### src/rtl/pwc_pkg.sv
package pwc_pkg;

    // =========================================================
    // register map (byte addresses)
    localparam logic [7:0]  OFS_CTRL      = 8'h00;
    localparam logic [7:0]  OFS_CTRL_RMW  = 8'h04;
    localparam logic [7:0]  OFS_RESULT    = 8'h08;
    localparam logic [7:0]  OFS_DIV       = 8'h0c;
    localparam logic [7:0]  OFS_IRQ_ST    = 8'h10;
    localparam logic [7:0]  OFS_IRQ_MASK  = 8'h14;

    // =========================================================
    // control/status bit positions (bits 7..0 hold pwc_cfg_t)
    localparam int B_PULSE_LEVEL_INDICATOR    = 8;
    localparam int B_OVF     = 9;
    localparam int B_OVF_EN  = 10;
    localparam int B_END     = 11;
    localparam int B_END_EN  = 12;
    localparam int B_ERR     = 13;
    localparam int B_STOP    = 14;
    localparam int B_START   = 15;

    // =========================================================
    // operating mode / edge select codes
    localparam logic [2:0]  MODE_ONESHOT  = 3'h0;
    localparam logic [2:0]  MODE_RELOAD   = 3'h1;
    localparam logic [2:0]  MODE_EDGE     = 3'h2;
    localparam logic [2:0]  MODE_DIV      = 3'h3;
    localparam logic [2:0]  MODE_RISE     = 3'h4;
    localparam logic [2:0]  MODE_HIGH     = 3'h5;
    localparam logic [2:0]  MODE_LOW      = 3'h6;
    localparam logic [2:0]  MODE_FALL     = 3'h7;

    // =========================================================
    // reset values and constants
    localparam logic [7:0]  CFG_RST       = 8'h00;
    localparam logic [1:0]  DIV_RST       = 2'h0;
    localparam logic [2:0]  IRQ_RST       = 3'h0;
    localparam logic [15:0] CNT_ZERO      = 16'h0000;
    localparam logic [15:0] CNT_MAX       = 16'hffff;
    localparam logic [8:0]  DIV_BASE      = 9'h004;
    localparam logic [8:0]  DIV_ONE       = 9'h001;
    localparam logic [1:0]  RESP_OKAY     = 2'h0;
    localparam logic [1:0]  RESP_SLVERR   = 2'h2;
    localparam logic [1:0]  RMW_START_STOP = 2'h3;

    // prescaler masks: machine clock /4, /16, /32
    localparam int          PS_W          = 5;
    localparam logic [4:0]  PS_MASK_4     = 5'h03;
    localparam logic [4:0]  PS_MASK_16    = 5'h0f;
    localparam logic [4:0]  PS_MASK_32    = 5'h1f;
    localparam logic [4:0]  PS_ZERO       = 5'h00;

    // =========================================================
    // types
    typedef struct packed {
        logic [1:0] clk_sel;
        logic [1:0] pin_sel;
        logic       continuous;
        logic [2:0] mode;
    } pwc_cfg_t;

    typedef struct packed {
        logic err;
        logic cnt_end;
        logic ovf;
    } pwc_evt_t;

    typedef enum logic [3:0] {
        ST_IDLE  = 4'h1,
        ST_WAIT  = 4'h2,
        ST_COUNT = 4'h4,
        ST_TIMER = 4'h8
    } pwc_state_t;

endpackage : pwc_pkg

### src/rtl/pwc_prescaler.sv
`timescale 1ns/1ps

module pwc_prescaler
    import pwc_pkg::*;
(
    input  wire logic             aclk,
    input  wire logic             aresetn,
    input  wire logic             clear,
    input  wire logic [1:0]       clk_sel,
    output logic                  tick
);

    logic [PS_W-1:0] ps_ff;
    logic [PS_W-1:0] mask;
    logic            tick_ff;

    // =========================================================
    // divider select
    assign mask = (clk_sel == 2'h0) ? PS_MASK_4 :
                  (clk_sel == 2'h1) ? PS_MASK_16 : PS_MASK_32;
    assign tick = tick_ff;

    always_ff @(posedge aclk) begin
        if (!aresetn || clear) begin
            ps_ff   <= PS_ZERO;
            tick_ff <= 1'b0;
        end else begin
            ps_ff   <= ps_ff + 5'h01;
            tick_ff <= ((ps_ff & mask) == mask);
        end
    end

endmodule : pwc_prescaler

### src/rtl/pwc_timer.sv
// Design decisions made here: the AXI4-Lite interface to the registers and the address map.
`timescale 1ns/1ps

module pwc_timer
    import pwc_pkg::*;
#(
    parameter int CHANNELS = 4
)
(
    input  wire logic                aclk,
    input  wire logic                aresetn,
    input  wire logic [7:0]          awaddr,
    input  wire logic [2:0]          awprot,
    input  wire logic                awvalid,
    output logic                     awready,
    input  wire logic [31:0]         wdata,
    input  wire logic [3:0]          wstrb,
    input  wire logic                wvalid,
    output logic                     wready,
    output logic [1:0]               bresp,
    output logic                     bvalid,
    input  wire logic                bready,
    input  wire logic [7:0]          araddr,
    input  wire logic [2:0]          arprot,
    input  wire logic                arvalid,
    output logic                     arready,
    output logic [31:0]              rdata,
    output logic [1:0]               rresp,
    output logic                     rvalid,
    input  wire logic                rready,
    input  wire logic [CHANNELS-1:0] count_in,
    output logic                     pulse_level_indicator,
    output logic                     irq
);

    // =========================================================
    // state
    pwc_state_t     state_ff,   nxt_state;
    logic [15:0]    counter_ff, nxt_counter;
    logic [15:0]    reload_ff;
    logic [15:0]    result_ff;
    pwc_cfg_t       cfg_ff;
    logic [1:0]     input_divide_ratio_ff;
    logic [7:0]     div_cnt_ff;
    logic           pulse_level_indicator_ff;
    logic           overflow_flag_ff;
    logic           ovf_en_ff;
    logic           count_end_flag_ff;
    logic           count_end_irq_enable_ff;
    logic           err_flag_ff;
    logic           unread_ff;
    logic           in_prev_ff;
    logic [2:0]     irq_st_ff;
    logic [2:0]     irq_mask_ff;

    // bus side
    logic           aw_have_ff;
    logic           w_have_ff;
    logic [7:0]     awaddr_ff;
    logic [31:0]    wdata_ff;
    logic [3:0]     wstrb_ff;
    logic           bvalid_ff;
    logic [1:0]     bresp_ff;
    logic           rvalid_ff;
    logic [1:0]     rresp_ff;
    logic [31:0]    rdata_ff;

    // =========================================================
    // axi4-lite write channel
    wire wr_fire   = aw_have_ff && w_have_ff && !bvalid_ff;
    wire wr_lo     = wstrb_ff[0];
    wire wr_hi     = wstrb_ff[1];
    wire wr_ctrl   = wr_fire && ((awaddr_ff == OFS_CTRL) || (awaddr_ff == OFS_CTRL_RMW));
    wire wr_result = wr_fire && (awaddr_ff == OFS_RESULT);
    wire wr_div    = wr_fire && (awaddr_ff == OFS_DIV) && wr_lo;
    wire wr_mask   = wr_fire && (awaddr_ff == OFS_IRQ_MASK) && wr_lo;
    wire wr_hit    = (awaddr_ff == OFS_CTRL) || (awaddr_ff == OFS_CTRL_RMW) ||
                     (awaddr_ff == OFS_RESULT) || (awaddr_ff == OFS_DIV) ||
                     (awaddr_ff == OFS_IRQ_ST) || (awaddr_ff == OFS_IRQ_MASK);

    assign awready = !aw_have_ff && !bvalid_ff;
    assign wready  = !w_have_ff && !bvalid_ff;
    assign bvalid  = bvalid_ff;
    assign bresp   = bresp_ff;

    always_ff @(posedge aclk) begin
        if (!aresetn) begin
            aw_have_ff <= 1'b0;
            awaddr_ff  <= 8'h00;
        end else if (awvalid && awready) begin
            aw_have_ff <= 1'b1;
            awaddr_ff  <= awaddr;
        end else if (wr_fire) begin
            aw_have_ff <= 1'b0;
        end
    end

    always_ff @(posedge aclk) begin
        if (!aresetn) begin
            w_have_ff <= 1'b0;
            wdata_ff  <= 32'h00000000;
            wstrb_ff  <= 4'h0;
        end else if (wvalid && wready) begin
            w_have_ff <= 1'b1;
            wdata_ff  <= wdata;
            wstrb_ff  <= wstrb;
        end else if (wr_fire) begin
            w_have_ff <= 1'b0;
        end
    end

    always_ff @(posedge aclk) begin
        if (!aresetn) begin
            bvalid_ff <= 1'b0;
            bresp_ff  <= RESP_OKAY;
        end else if (wr_fire) begin
            bvalid_ff <= 1'b1;
            bresp_ff  <= wr_hit ? RESP_OKAY : RESP_SLVERR;
        end else if (bready) begin
            bvalid_ff <= 1'b0;
        end
    end

    // control write strobes
    // start stop writes
    wire start_cmd = wr_ctrl && wr_hi && wdata_ff[B_START] && !wdata_ff[B_STOP];
    wire stop_cmd  = wr_ctrl && wr_hi && wdata_ff[B_STOP];

    // =========================================================
    // axi4-lite read channel
    wire rd_fire   = arvalid && arready;
    wire rd_result = rd_fire && (araddr == OFS_RESULT);
    wire rd_irq_st = rd_fire && (araddr == OFS_IRQ_ST);
    wire running   = (state_ff != ST_IDLE);
    wire cont_pwc  = cfg_ff.continuous && cfg_ff.mode[2:1] != 2'h0;

    wire [13:0] ctrl_low = {err_flag_ff, count_end_irq_enable_ff, count_end_flag_ff,
                            ovf_en_ff, overflow_flag_ff, pulse_level_indicator_ff, cfg_ff};
    wire [31:0] rd_ctrl  = {16'h0000, running, 1'b0, ctrl_low};
    wire [31:0] rd_rmw   = {16'h0000, RMW_START_STOP, ctrl_low};
    wire [15:0] rd_res16 = cont_pwc ? result_ff : counter_ff;

    wire [31:0] rd_data  =
        (araddr == OFS_CTRL)     ? rd_ctrl :
        (araddr == OFS_CTRL_RMW) ? rd_rmw :
        (araddr == OFS_RESULT)   ? {16'h0000, rd_res16} :
        (araddr == OFS_DIV)      ? {30'h00000000, input_divide_ratio_ff} :
        (araddr == OFS_IRQ_ST)   ? {29'h00000000, irq_st_ff} :
        (araddr == OFS_IRQ_MASK) ? {29'h00000000, irq_mask_ff} : 32'h00000000;
    wire rd_hit = (araddr == OFS_CTRL) || (araddr == OFS_CTRL_RMW) ||
                  (araddr == OFS_RESULT) || (araddr == OFS_DIV) ||
                  (araddr == OFS_IRQ_ST) || (araddr == OFS_IRQ_MASK);

    assign arready = !rvalid_ff;
    assign rvalid  = rvalid_ff;
    assign rresp   = rresp_ff;
    assign rdata   = rdata_ff;

    always_ff @(posedge aclk) begin
        if (!aresetn) begin
            rvalid_ff <= 1'b0;
            rresp_ff  <= RESP_OKAY;
            rdata_ff  <= 32'h00000000;
        end else if (rd_fire) begin
            rvalid_ff <= 1'b1;
            rresp_ff  <= rd_hit ? RESP_OKAY : RESP_SLVERR;
            rdata_ff  <= rd_data;
        end else if (rready) begin
            rvalid_ff <= 1'b0;
        end
    end

    // =========================================================
    // input edge detection and mode decode
    wire in_sel     = count_in[cfg_ff.pin_sel];
    wire rise       = in_sel && !in_prev_ff;
    wire fall       = !in_sel && in_prev_ff;
    wire timer_mode = (cfg_ff.mode[2:1] == 2'h0);
    wire m          = 1'b0;
    // a start written together with a new mode follows the new mode
    pwc_cfg_t wr_cfg;
    assign wr_cfg = pwc_cfg_t'(wdata_ff[7:0]);
    wire start_tmr  = (wr_ctrl && wr_lo) ? (wr_cfg.mode[2:1] == 2'h0) : timer_mode;
    wire [8:0] ratio    = DIV_BASE << {input_divide_ratio_ff, 1'b0};
    wire [7:0] ratio_m1 = 8'(ratio - DIV_ONE);
    wire div_done   = fall && (div_cnt_ff == ratio_m1);

    wire start_edge = (cfg_ff.mode == MODE_HIGH || cfg_ff.mode == MODE_RISE) ? rise :
                      (cfg_ff.mode == MODE_LOW || cfg_ff.mode == MODE_FALL ||
                       cfg_ff.mode == MODE_DIV) ? fall :
                      (cfg_ff.mode == MODE_EDGE) ? (rise | fall) : m;
    wire end_sel    = (cfg_ff.mode == MODE_HIGH || cfg_ff.mode == MODE_FALL) ? fall :
                      (cfg_ff.mode == MODE_LOW || cfg_ff.mode == MODE_RISE) ? rise :
                      (cfg_ff.mode == MODE_EDGE) ? (rise | fall) :
                      (cfg_ff.mode == MODE_DIV) ? div_done : m;
    // end edge doubles as next start edge in period and inter-edge modes
    wire chain      = cfg_ff.continuous && cfg_ff.mode != MODE_HIGH &&
                      cfg_ff.mode != MODE_LOW;

    logic tick;
    wire start_hit = (state_ff == ST_WAIT) && start_edge;
    wire end_evt   = (state_ff == ST_COUNT) && end_sel;
    wire store     = end_evt && cfg_ff.continuous;
    wire ovf_evt   = tick && (counter_ff == CNT_MAX) &&
                     (state_ff == ST_COUNT || state_ff == ST_TIMER);

    wire ps_clear  = start_cmd || (start_hit && !cfg_ff.continuous);

    pwc_prescaler u_prescaler (
        .aclk    (aclk),
        .aresetn (aresetn),
        .clear   (ps_clear),
        .clk_sel (cfg_ff.clk_sel),
        .tick    (tick)
    );

    // =========================================================
    // counting state machine
    always_comb begin
        nxt_state   = state_ff;
        nxt_counter = counter_ff;
        case (state_ff)
            ST_IDLE: begin
                nxt_state = ST_IDLE;
            end
            ST_WAIT: begin
                if (start_edge) begin
                    nxt_state   = ST_COUNT;
                    nxt_counter = CNT_ZERO;
                end
            end
            ST_COUNT: begin
                if (end_sel) begin
                    nxt_state   = !cfg_ff.continuous ? ST_IDLE : chain ? ST_COUNT : ST_WAIT;
                    nxt_counter = chain ? CNT_ZERO : counter_ff;
                end else if (tick) begin
                    nxt_counter = counter_ff + 16'h0001;
                end
            end
            ST_TIMER: begin
                if (tick) begin
                    nxt_counter = counter_ff + 16'h0001;
                    if (counter_ff == CNT_MAX) begin
                        nxt_counter = (cfg_ff.mode == MODE_RELOAD) ? reload_ff : CNT_ZERO;
                        nxt_state   = (cfg_ff.mode == MODE_RELOAD) ? ST_TIMER : ST_IDLE;
                    end
                end
            end
            default: begin
                nxt_state = ST_IDLE;
            end
        endcase
        if (wr_result && wr_lo) begin
            nxt_counter[7:0] = wdata_ff[7:0];
        end
        if (wr_result && wr_hi) begin
            nxt_counter[15:8] = wdata_ff[15:8];
        end
        if (start_cmd) begin
            nxt_state   = start_tmr ? ST_TIMER : ST_WAIT;
            nxt_counter = start_tmr ? reload_ff : nxt_counter;
        end
        if (stop_cmd) begin
            nxt_state = ST_IDLE;
        end
    end

    always_ff @(posedge aclk) begin
        if (!aresetn) begin
            state_ff   <= ST_IDLE;
            counter_ff <= CNT_ZERO;
            in_prev_ff <= 1'b0;
        end else begin
            state_ff   <= nxt_state;
            counter_ff <= nxt_counter;
            in_prev_ff <= in_sel;
        end
    end

    // divided period edge counter
    always_ff @(posedge aclk) begin
        if (!aresetn || start_cmd || start_hit || (end_evt && chain)) begin
            div_cnt_ff <= 8'h00;
        end else if (state_ff == ST_COUNT && fall) begin
            div_cnt_ff <= div_cnt_ff + 8'h01;
        end
    end

    // =========================================================
    // software registers
    always_ff @(posedge aclk) begin
        if (!aresetn) begin
            cfg_ff                <= CFG_RST;
            input_divide_ratio_ff <= DIV_RST;
            irq_mask_ff           <= IRQ_RST;
            ovf_en_ff             <= 1'b0;
            count_end_irq_enable_ff <= 1'b0;
        end else begin
            if (wr_ctrl && wr_lo) begin
                cfg_ff <= pwc_cfg_t'(wdata_ff[7:0]);
            end
            if (wr_ctrl && wr_hi) begin
                ovf_en_ff               <= wdata_ff[B_OVF_EN];
                count_end_irq_enable_ff <= wdata_ff[B_END_EN];
            end
            if (wr_div) begin
                input_divide_ratio_ff <= wdata_ff[1:0];
            end
            if (wr_mask) begin
                irq_mask_ff <= wdata_ff[2:0];
            end
        end
    end

    always_ff @(posedge aclk) begin
        if (!aresetn) begin
            reload_ff <= CNT_ZERO;
        end else begin
            if (wr_result && wr_lo) begin
                reload_ff[7:0] <= wdata_ff[7:0];
            end
            if (wr_result && wr_hi) begin
                reload_ff[15:8] <= wdata_ff[15:8];
            end
        end
    end

    always_ff @(posedge aclk) begin
        if (!aresetn) begin
            result_ff <= CNT_ZERO;
        end else if (store) begin
            result_ff <= counter_ff;
        end
    end

    // =========================================================
    // flags: hardware set wins over clear
    wire ovf_clr = wr_ctrl && wr_hi && !wdata_ff[B_OVF];
    wire end_clr = wr_ctrl && wr_hi && !wdata_ff[B_END];
    wire err_set = store && unread_ff && !rd_result;

    always_ff @(posedge aclk) begin
        if (!aresetn) begin
            overflow_flag_ff  <= 1'b0;
            count_end_flag_ff <= 1'b0;
            err_flag_ff       <= 1'b0;
            unread_ff         <= 1'b0;
        end else begin
            overflow_flag_ff  <= ovf_evt || (overflow_flag_ff && !ovf_clr);
            count_end_flag_ff <= end_evt || (count_end_flag_ff && !end_clr && !rd_result);
            err_flag_ff       <= err_set || (err_flag_ff && !rd_result);
            unread_ff         <= store || (unread_ff && !rd_result);
        end
    end

    always_ff @(posedge aclk) begin
        if (!aresetn) begin
            pulse_level_indicator_ff <= 1'b0;
        end else if (ovf_evt && state_ff == ST_TIMER) begin
            pulse_level_indicator_ff <= !pulse_level_indicator_ff;
        end else if (wr_ctrl && wr_hi && !running) begin
            pulse_level_indicator_ff <= wdata_ff[B_PULSE_LEVEL_INDICATOR];
        end
    end

    assign pulse_level_indicator = pulse_level_indicator_ff;

    // =========================================================
    // interrupt status, read clears, set wins
    pwc_evt_t evt;
    assign evt.ovf     = ovf_evt && ovf_en_ff;
    assign evt.cnt_end = end_evt && count_end_irq_enable_ff;
    assign evt.err     = err_set && count_end_irq_enable_ff;

    always_ff @(posedge aclk) begin
        if (!aresetn) begin
            irq_st_ff <= IRQ_RST;
        end else begin
            irq_st_ff <= (irq_st_ff & {3{!rd_irq_st}}) | evt;
        end
    end

    assign irq = |(irq_st_ff & irq_mask_ff);

endmodule : pwc_timer

### config.mk
export PLATFORM = sky130hd
export DESIGN_NAME = pwc_timer
export DESIGN_NICKNAME = d
export VERILOG_FILES = /design/src/rtl/pwc_pkg.sv /design/src/rtl/pwc_prescaler.sv /design/src/rtl/pwc_timer.sv
export SDC_FILE = /design/constraint.sdc
export NUM_CORES = 1
export LEC_CHECK = 0
export ABC_CLOCK_PERIOD_IN_PS = 7690
export BUFFER_PORTS_ARGS = -buffer_cell sky130_fd_sc_hd__clkbuf_2
export CAP_MARGIN = 10
export CORE_UTILIZATION = 50
export CTS_BUF_LIST = sky130_fd_sc_hd__clkbuf_4 sky130_fd_sc_hd__clkbuf_8
export CTS_CLUSTER_DIAMETER = 200
export CTS_CLUSTER_SIZE = 10
export DETAILED_ROUTE_END_ITERATION = 7
export HOLD_SLACK_MARGIN = 0.05
export PLACE_DENSITY = 0.81
export SLEW_MARGIN = 20
export SYNTH_ARGS = -nofsm -noshare
export SYNTH_HDL_FRONTEND = slang
export SYNTH_SLANG_ARGS = --single-unit
### constraint.sdc
create_clock -name aclk -period 7.69 [get_ports aclk]
set_input_delay 0.3845 -clock aclk [delete_from_list [all_inputs] [get_ports aclk]]
set_output_delay 0.3845 -clock aclk [all_outputs]
set_load 0.01 [all_outputs]
==> flow_metrics.tcl, run 1 <==
set metrics [dict create \
    status "complete, no violations" \
    setup_slack_ns 4.260 \
    num_rows 43 \
    dieWidth_um 121.9 \
    syn_inst 931 \
    path_delay_family "simple AND/OR/NAND/NOR gates" \
    grt-ovfl-total 0 \
    clkSinkCount 138 \
    relSlewSlack_pct 24.20 \
    setup_tns_ns 0 \
    place.gp.congestion 0.9430 \
    root_buffer "clkbuf_8" \
    reg2reg_depth 8 \
    die_height_um 121.9 \
    finalMaxSlewViolations 0 \
    worstPathRequired_ns 8.02 \
    cap_violations 0 \
    leakage_uw 0.002752 \
    ys_seq_elements 138 \
    avgSynthCellArea_um2 7.716 \
    reg2reg_from "cfg_ff[4]$_SDFFE_PN0P_" \
    final_net_count 1040 \
    hp-class "in2reg" \
    worst_setup_path_end_kind "register" \
    ff2ff_setup_slack_ns 4.26 \
    antenna_found_initial 0 \
    clock_tree.buffer_depth 2 \
    cp_max_fo 13 \
    setup_viol 0 \
    antenna_left 0 \
    io_buffer_count 69 \
    min_to "rvalid$_SDFFE_PN0P_" \
    path_class "reg2reg" \
    reg2reg_to "counter_ff[10]$_SDFF_PN0_" \
    hold_path_depth 2 \
    syn-cell-area_um2 7183 \
    vdd_drop_max_v 0.0002397 \
    numCtsBuffers 17 \
    grt_max_degree 109 \
    grt_pass1_vias 6236 \
    cts_tree "done" \
    synth_area_leader_cell "dfxtp_1" \
    holdWs_ns 0.1161 \
    die_area_um2 14850 \
    hold_viol 0 \
    cts_resized 0 \
    skew_ns 0.01413 \
    grt_pass1_wl_mm 32.09 \
    yosysWarnings 0 \
    cp-start-kind "register" \
    rsz0062_at_grt "no" \
    fmaxAchievable_mhz 291.6 \
    post-place-ws_ns 4.233 \
    tightest_slew_ns 1.137 \
    clk_pin_slew_worst_paths_ns 0.08 \
    power_density_nw_per_um2 182.6 \
    antennaDiodeCount 0 \
    start_util_pct 51.55 \
    arrival_ns 3.76 \
    yosys-top-cells-count "nand2_1 (186), dfxtp_1 (138), a21oi_1 (109)" \
    worstSkewPairLatency_ns 0.45 \
    area_delta_synth_final_pct 9.737 \
    period_needed_ns 3.430 \
    crit_buf_inv 0 \
    drive_gt1_share_pct 14.20 \
    ys.flop_type "dfxtp_1" \
    num_vias 7010 \
    postRouteWirelength_mm 20.24 \
    cts_setup_buffers 0 \
    synth_top_area_share_pct 38.46 \
    cts.hold.buffers_added 0 \
    cp_slowest_cell "or3_1" \
    ios 112 \
    worstHoldStart "rready" \
    path_cells "mux4_2 -> ha_1 -> mux2_2 -> a21oi_1 -> a211oi_2 -> or3_1 -> or4_1 -> nor3b_1" \
    drt_first_pass_iters 6 \
    wl_per_cell_um 17.46 \
    via_per_inst 6.048 \
    dr.first_iter.drc_count 789 \
    yosysUniqueCellTypes 80 \
    synth_edf_count 0 \
    place_hpwl_mm 13.72 \
    yosysSeqAreaShare_pct 38.46 \
    ys_async_sr_fraction_pct 0 \
    post-route-period-util_pct 44.60 \
    slowest_delay_ns 0.64 \
    core_um2 13930 \
    synth.most_common_cell "nand2_1" \
    grtUsageTotal_pct 28.11 \
    h-tree-depth 4 \
    ys_top_cells_by_area "dfxtp_1 (38%), nand2_1 (9.7%), a21oi_1 (7.6%), nor2_1 (4.6%), mux2i_1 (3.2%)" \
    drcViolationCount 0 \
]
[power by group]
part	internal [uW]	switching, uW
Combinational	31.0	58.2
Sequential	729	17.7
Clock	306	297
Total	1070	373
[worst max-delay path by stage]
stage,from,slack (ns),endpoint,cells past startpoint
2_1_floorplan,cfg_ff[4]$_SDFFE_PN0P_,4.82,counter_ff[10]$_SDFF_PN0_,8
3_3_place_gp,count_in[3],4.26,counter_ff[10]$_SDFF_PN0_,9
3_5_place_dp,count_in[3],4.23,counter_ff[10]$_SDFF_PN0_,9
4_1_cts,cfg_ff[4]$_SDFFE_PN0P_,4.28,counter_ff[10]$_SDFF_PN0_,8
5_1_grt,cfg_ff[4]$_SDFFE_PN0P_,4.08,counter_ff[10]$_SDFF_PN0_,8
6_report,cfg_ff[4]$_SDFFE_PN0P_,4.26,counter_ff[10]$_SDFF_PN0_,8
[cell usage in the layout (no fill, tap or decap), types with 13 or more instances in the layout]
cell type / Yosys / final
nand2_1: 186 / 186
dfxtp_1: 138 / 138
a21oi_1: 109 / 109
nor2_1: 88 / 88
clkbuf_2: 0 / 69
o21ai_0: 37 / 37
nand3_1: 26 / 26
mux2i_1: 23 / 23
a31oi_1: 18 / 18
conb_1: 1 / 18
clkbuf_8: 3 / 18
inv_1: 15 / 15
a221oi_1: 14 / 14
nor3_1: 13 / 13
nand4_1: 13 / 13
[per-layer routing]
metal | track usage (%) | share of wire [%]
met1 | 36.22 | 41
met5 | 0 | 0
met3 | 7.257 | 10
met2 | 43.04 | 45
met4 | 14.74 | 4.1
[cell type report]
cell class,count,area [um^2]
fillers,1287,6052
inverters,16,61.31
clock buffers,20,262.8
clock inverters,12,140.1
flip-flops and latches,138,2763
multi-input cells,714,4010
repair buffers,79,420.4
well taps,180,225.2
[registers in the layout (all words and copies together) (netlist names), 2 cells and up]
register	cells
counter_ff	16
rdata	16
reload_ff	16
result_ff	16
wdata_ff	16
awaddr_ff	8
cfg_ff	8
div_cnt_ff	8
u_prescaler.ps_ff	5
state_ff	4
irq_mask_ff	3
irq_st_ff	3
input_divide_ratio_ff	2
wstrb_ff	2
[per-stage QoR]
step                      std cells  util (%)  instance area [um^2]  power (uW)
final                          1159     56.57                  7883        1439
after global routing           1159     56.57                  7883        1487
after CTS                      1159     56.52                  7876        1441
after detailed placement       1127     53.63                  7473       850.7
after global placement         1127     53.63                  7473       848.7
after floorplan                 948         -                  7247       825.4
[logic make-up after synthesis]
logic type	after synthesis	synth area share (%)
AOI/OAI and AO/OA	249	21.58
xor gates and xnor gates	18	2.195
adders and majority gates	5	0.8709
buffers and inverters	96	6.758
DFF	138	38.46
muxes	29	4.302
other	1	0.05221
and+or+nand+nor	395	25.78
Note: power is estimated with default switching activity, not from simulation.
==> run 2: changes to the inputs <==
Settings changed: ABC_CLOCK_PERIOD_IN_PS 7690 to 3400.
Clock period 7.69 ns to 3.4 ns, I/O delays scaled along.
==> run 2 against run 1 <==
Compared with the run above:
- die area stayed put
- highest routed layer unchanged
- setup slack worse by 4.1 ns
- non-clock buffer count is 41 higher
- critical endpoint unchanged
- critical path type unchanged
==> flow_metrics.tcl, run 2 (synthesis results as in run 1) <==
set metrics [dict create \
    numCtsBuffers 17 \
    start_util_pct 51.55 \
    grt_pass1_wl_mm 33.71 \
    cp-start-kind "register" \
    die_height_um 121.9 \
    min_to "rdata[2]$_SDFFE_PN0P_" \
    final_common_cell "nand2_1" \
    drt_first_pass_iters 6 \
    place.gp.congestion 0.9992 \
    reg2reg_depth 8 \
    dr.first_iter.drc_count 807 \
    num_vias 7382 \
    antennaDiodeCount 0 \
    h-tree-depth 4 \
    die_area_um2 14850 \
    postPlaceCellArea_um2 7564 \
    drive_gt1_share_pct 14.80 \
    skew_ns 0.01630 \
    cts.hold.buffers_added 29 \
    hp-class "in2reg" \
    worst_setup_path_end_kind "register" \
    leakage_uw 0.002949 \
    holdWs_ns 0.1266 \
    tightest_slew_ns 0.9374 \
    clk_pin_slew_worst_paths_ns 0.09 \
    power_density_nw_per_um2 404.9 \
    io_buffer_count 69 \
    final_area_um2 8272 \
    period_needed_ns 3.204 \
    wl_per_cell_um 18.07 \
    worstPathRequired_ns 3.76 \
    hold_viol 0 \
    core_um2 13930 \
    rsz0062_at_grt "no" \
    ff2ff_setup_slack_ns 0.20 \
    worstSkewPairLatency_ns 0.47 \
    clock_tree.buffer_depth 2 \
    grt_pass1_vias 6594 \
    path_class "reg2reg" \
    finalMaxSlewViolations 0 \
    via_per_inst 6.152 \
    place_hpwl_mm 14.14 \
    setup_viol 0 \
    root_buffer "clkbuf_8" \
    dieWidth_um 121.9 \
    final_cell_mix "nand2_1 (186), dfxtp_1 (138), a21oi_1 (109)" \
    cap_violations 0 \
    worstHoldStart "araddr[4]" \
    drcViolationCount 0 \
    cts_setup_buffers 0 \
    antenna_left 0 \
    status "complete, no violations" \
    postRouteWirelength_mm 21.69 \
    grtUsageTotal_pct 29.65 \
    fmaxAchievable_mhz 312.1 \
    setup_tns_ns 0 \
    post-route-period-util_pct 94.25 \
    reg2reg_to "counter_ff[10]$_SDFF_PN0_" \
    cts_resized 0 \
    vdd_drop_max_v 0.0004124 \
    clkSinkCount 138 \
    num_rows 43 \
    arrival_ns 3.56 \
    antenna_found_initial 0 \
    final_net_count 1081 \
    ios 112 \
    reg2reg_from "cfg_ff[4]$_SDFFE_PN0P_" \
    utilization_pct 59.36 \
    hold_path_depth 3 \
    grt_max_degree 78 \
    relSlewSlack_pct 37.03 \
    fillCellCount 1247 \
    grt-ovfl-total 0 \
    cts_tree "done" \
    cp_max_fo 4 \
    area_delta_synth_final_pct 15.15 \
]
## run 2: cell types whose count changed in the layout (fill, tap and decap cells not counted), sizes merged
cell | before | now
inv | 17 | 22
dlygate4sd3 | 0 | 29
clkinvlp | 6 | 2
clkbuf | 89 | 88
buf | 10 | 22
## run 2: final cells by class
type,count,area [um^2],area share [%]
sequential,138,2763,33.40
clock buffer,19,255.2,3.086
tap,180,225.2,2.723
inverter,16,61.31,0.7412
clock inverter,13,156.4,1.891
timing repair buffer,120,800.8,9.681
multi-input combinational,714,4010,48.48
## run 2: critical path, cell delays in order, from the launching register on
cell,delay (ns)
dfxtp_1,0.37
mux4_2,0.58
ha_1,0.22
mux2_2,0.26
a21oi_1,0.35
a211oi_2,0.17
or3_1,0.46
or4_1,0.54
nor3b_1,0.15
## run 2: stage by stage
stage	instances	worst slack [ns]	total power (uW)
global route	1200	0.02605	3442
CTS	1200	0.2224	3343
floorplan	948	0.5349	1867
global placement	1139	0.2506	1922
finish	1200	0.1955	3349
detailed placement	1139	0.2351	1926
## run 2: routing by layer
layer / GRT usage (%) / part of all wire, % / wire length (um)
met1: 38.04 / 41 / 8857
met2: 45.83 / 46 / 9989
met4: 16.28 / 4.4 / 960
met5: 0 / 0 / 0
met3: 6.882 / 8.7 / 1883
## run 2: power by group
group / total [uW] / internal (uW) / leakage (uW) / switching [uW]
clock network: 1420 / 700 / 0.000204 / 721
registers: 1690 / 1650 / 0.00112 / 40.1
logic: 240 / 95.2 / 0.00163 / 145
total: 3350 / 2440 / 0.00295 / 906
## run 2: worst max path at each step
stage	slack (ns)	depth (start not counted)	startpoint	end
after floorplan	0.53	8	cfg_ff[4]$_SDFFE_PN0P_	counter_ff[10]$_SDFF_PN0_
after global placement	0.25	8	cfg_ff[4]$_SDFFE_PN0P_	counter_ff[10]$_SDFF_PN0_
after detailed placement	0.24	8	cfg_ff[4]$_SDFFE_PN0P_	counter_ff[10]$_SDFF_PN0_
after CTS	0.22	8	cfg_ff[4]$_SDFFE_PN0P_	counter_ff[10]$_SDFF_PN0_
after global routing	0.03	9	cfg_ff[4]$_SDFFE_PN0P_	counter_ff[1]$_SDFF_PN0_
final	0.20	8	cfg_ff[4]$_SDFFE_PN0P_	counter_ff[10]$_SDFF_PN0_
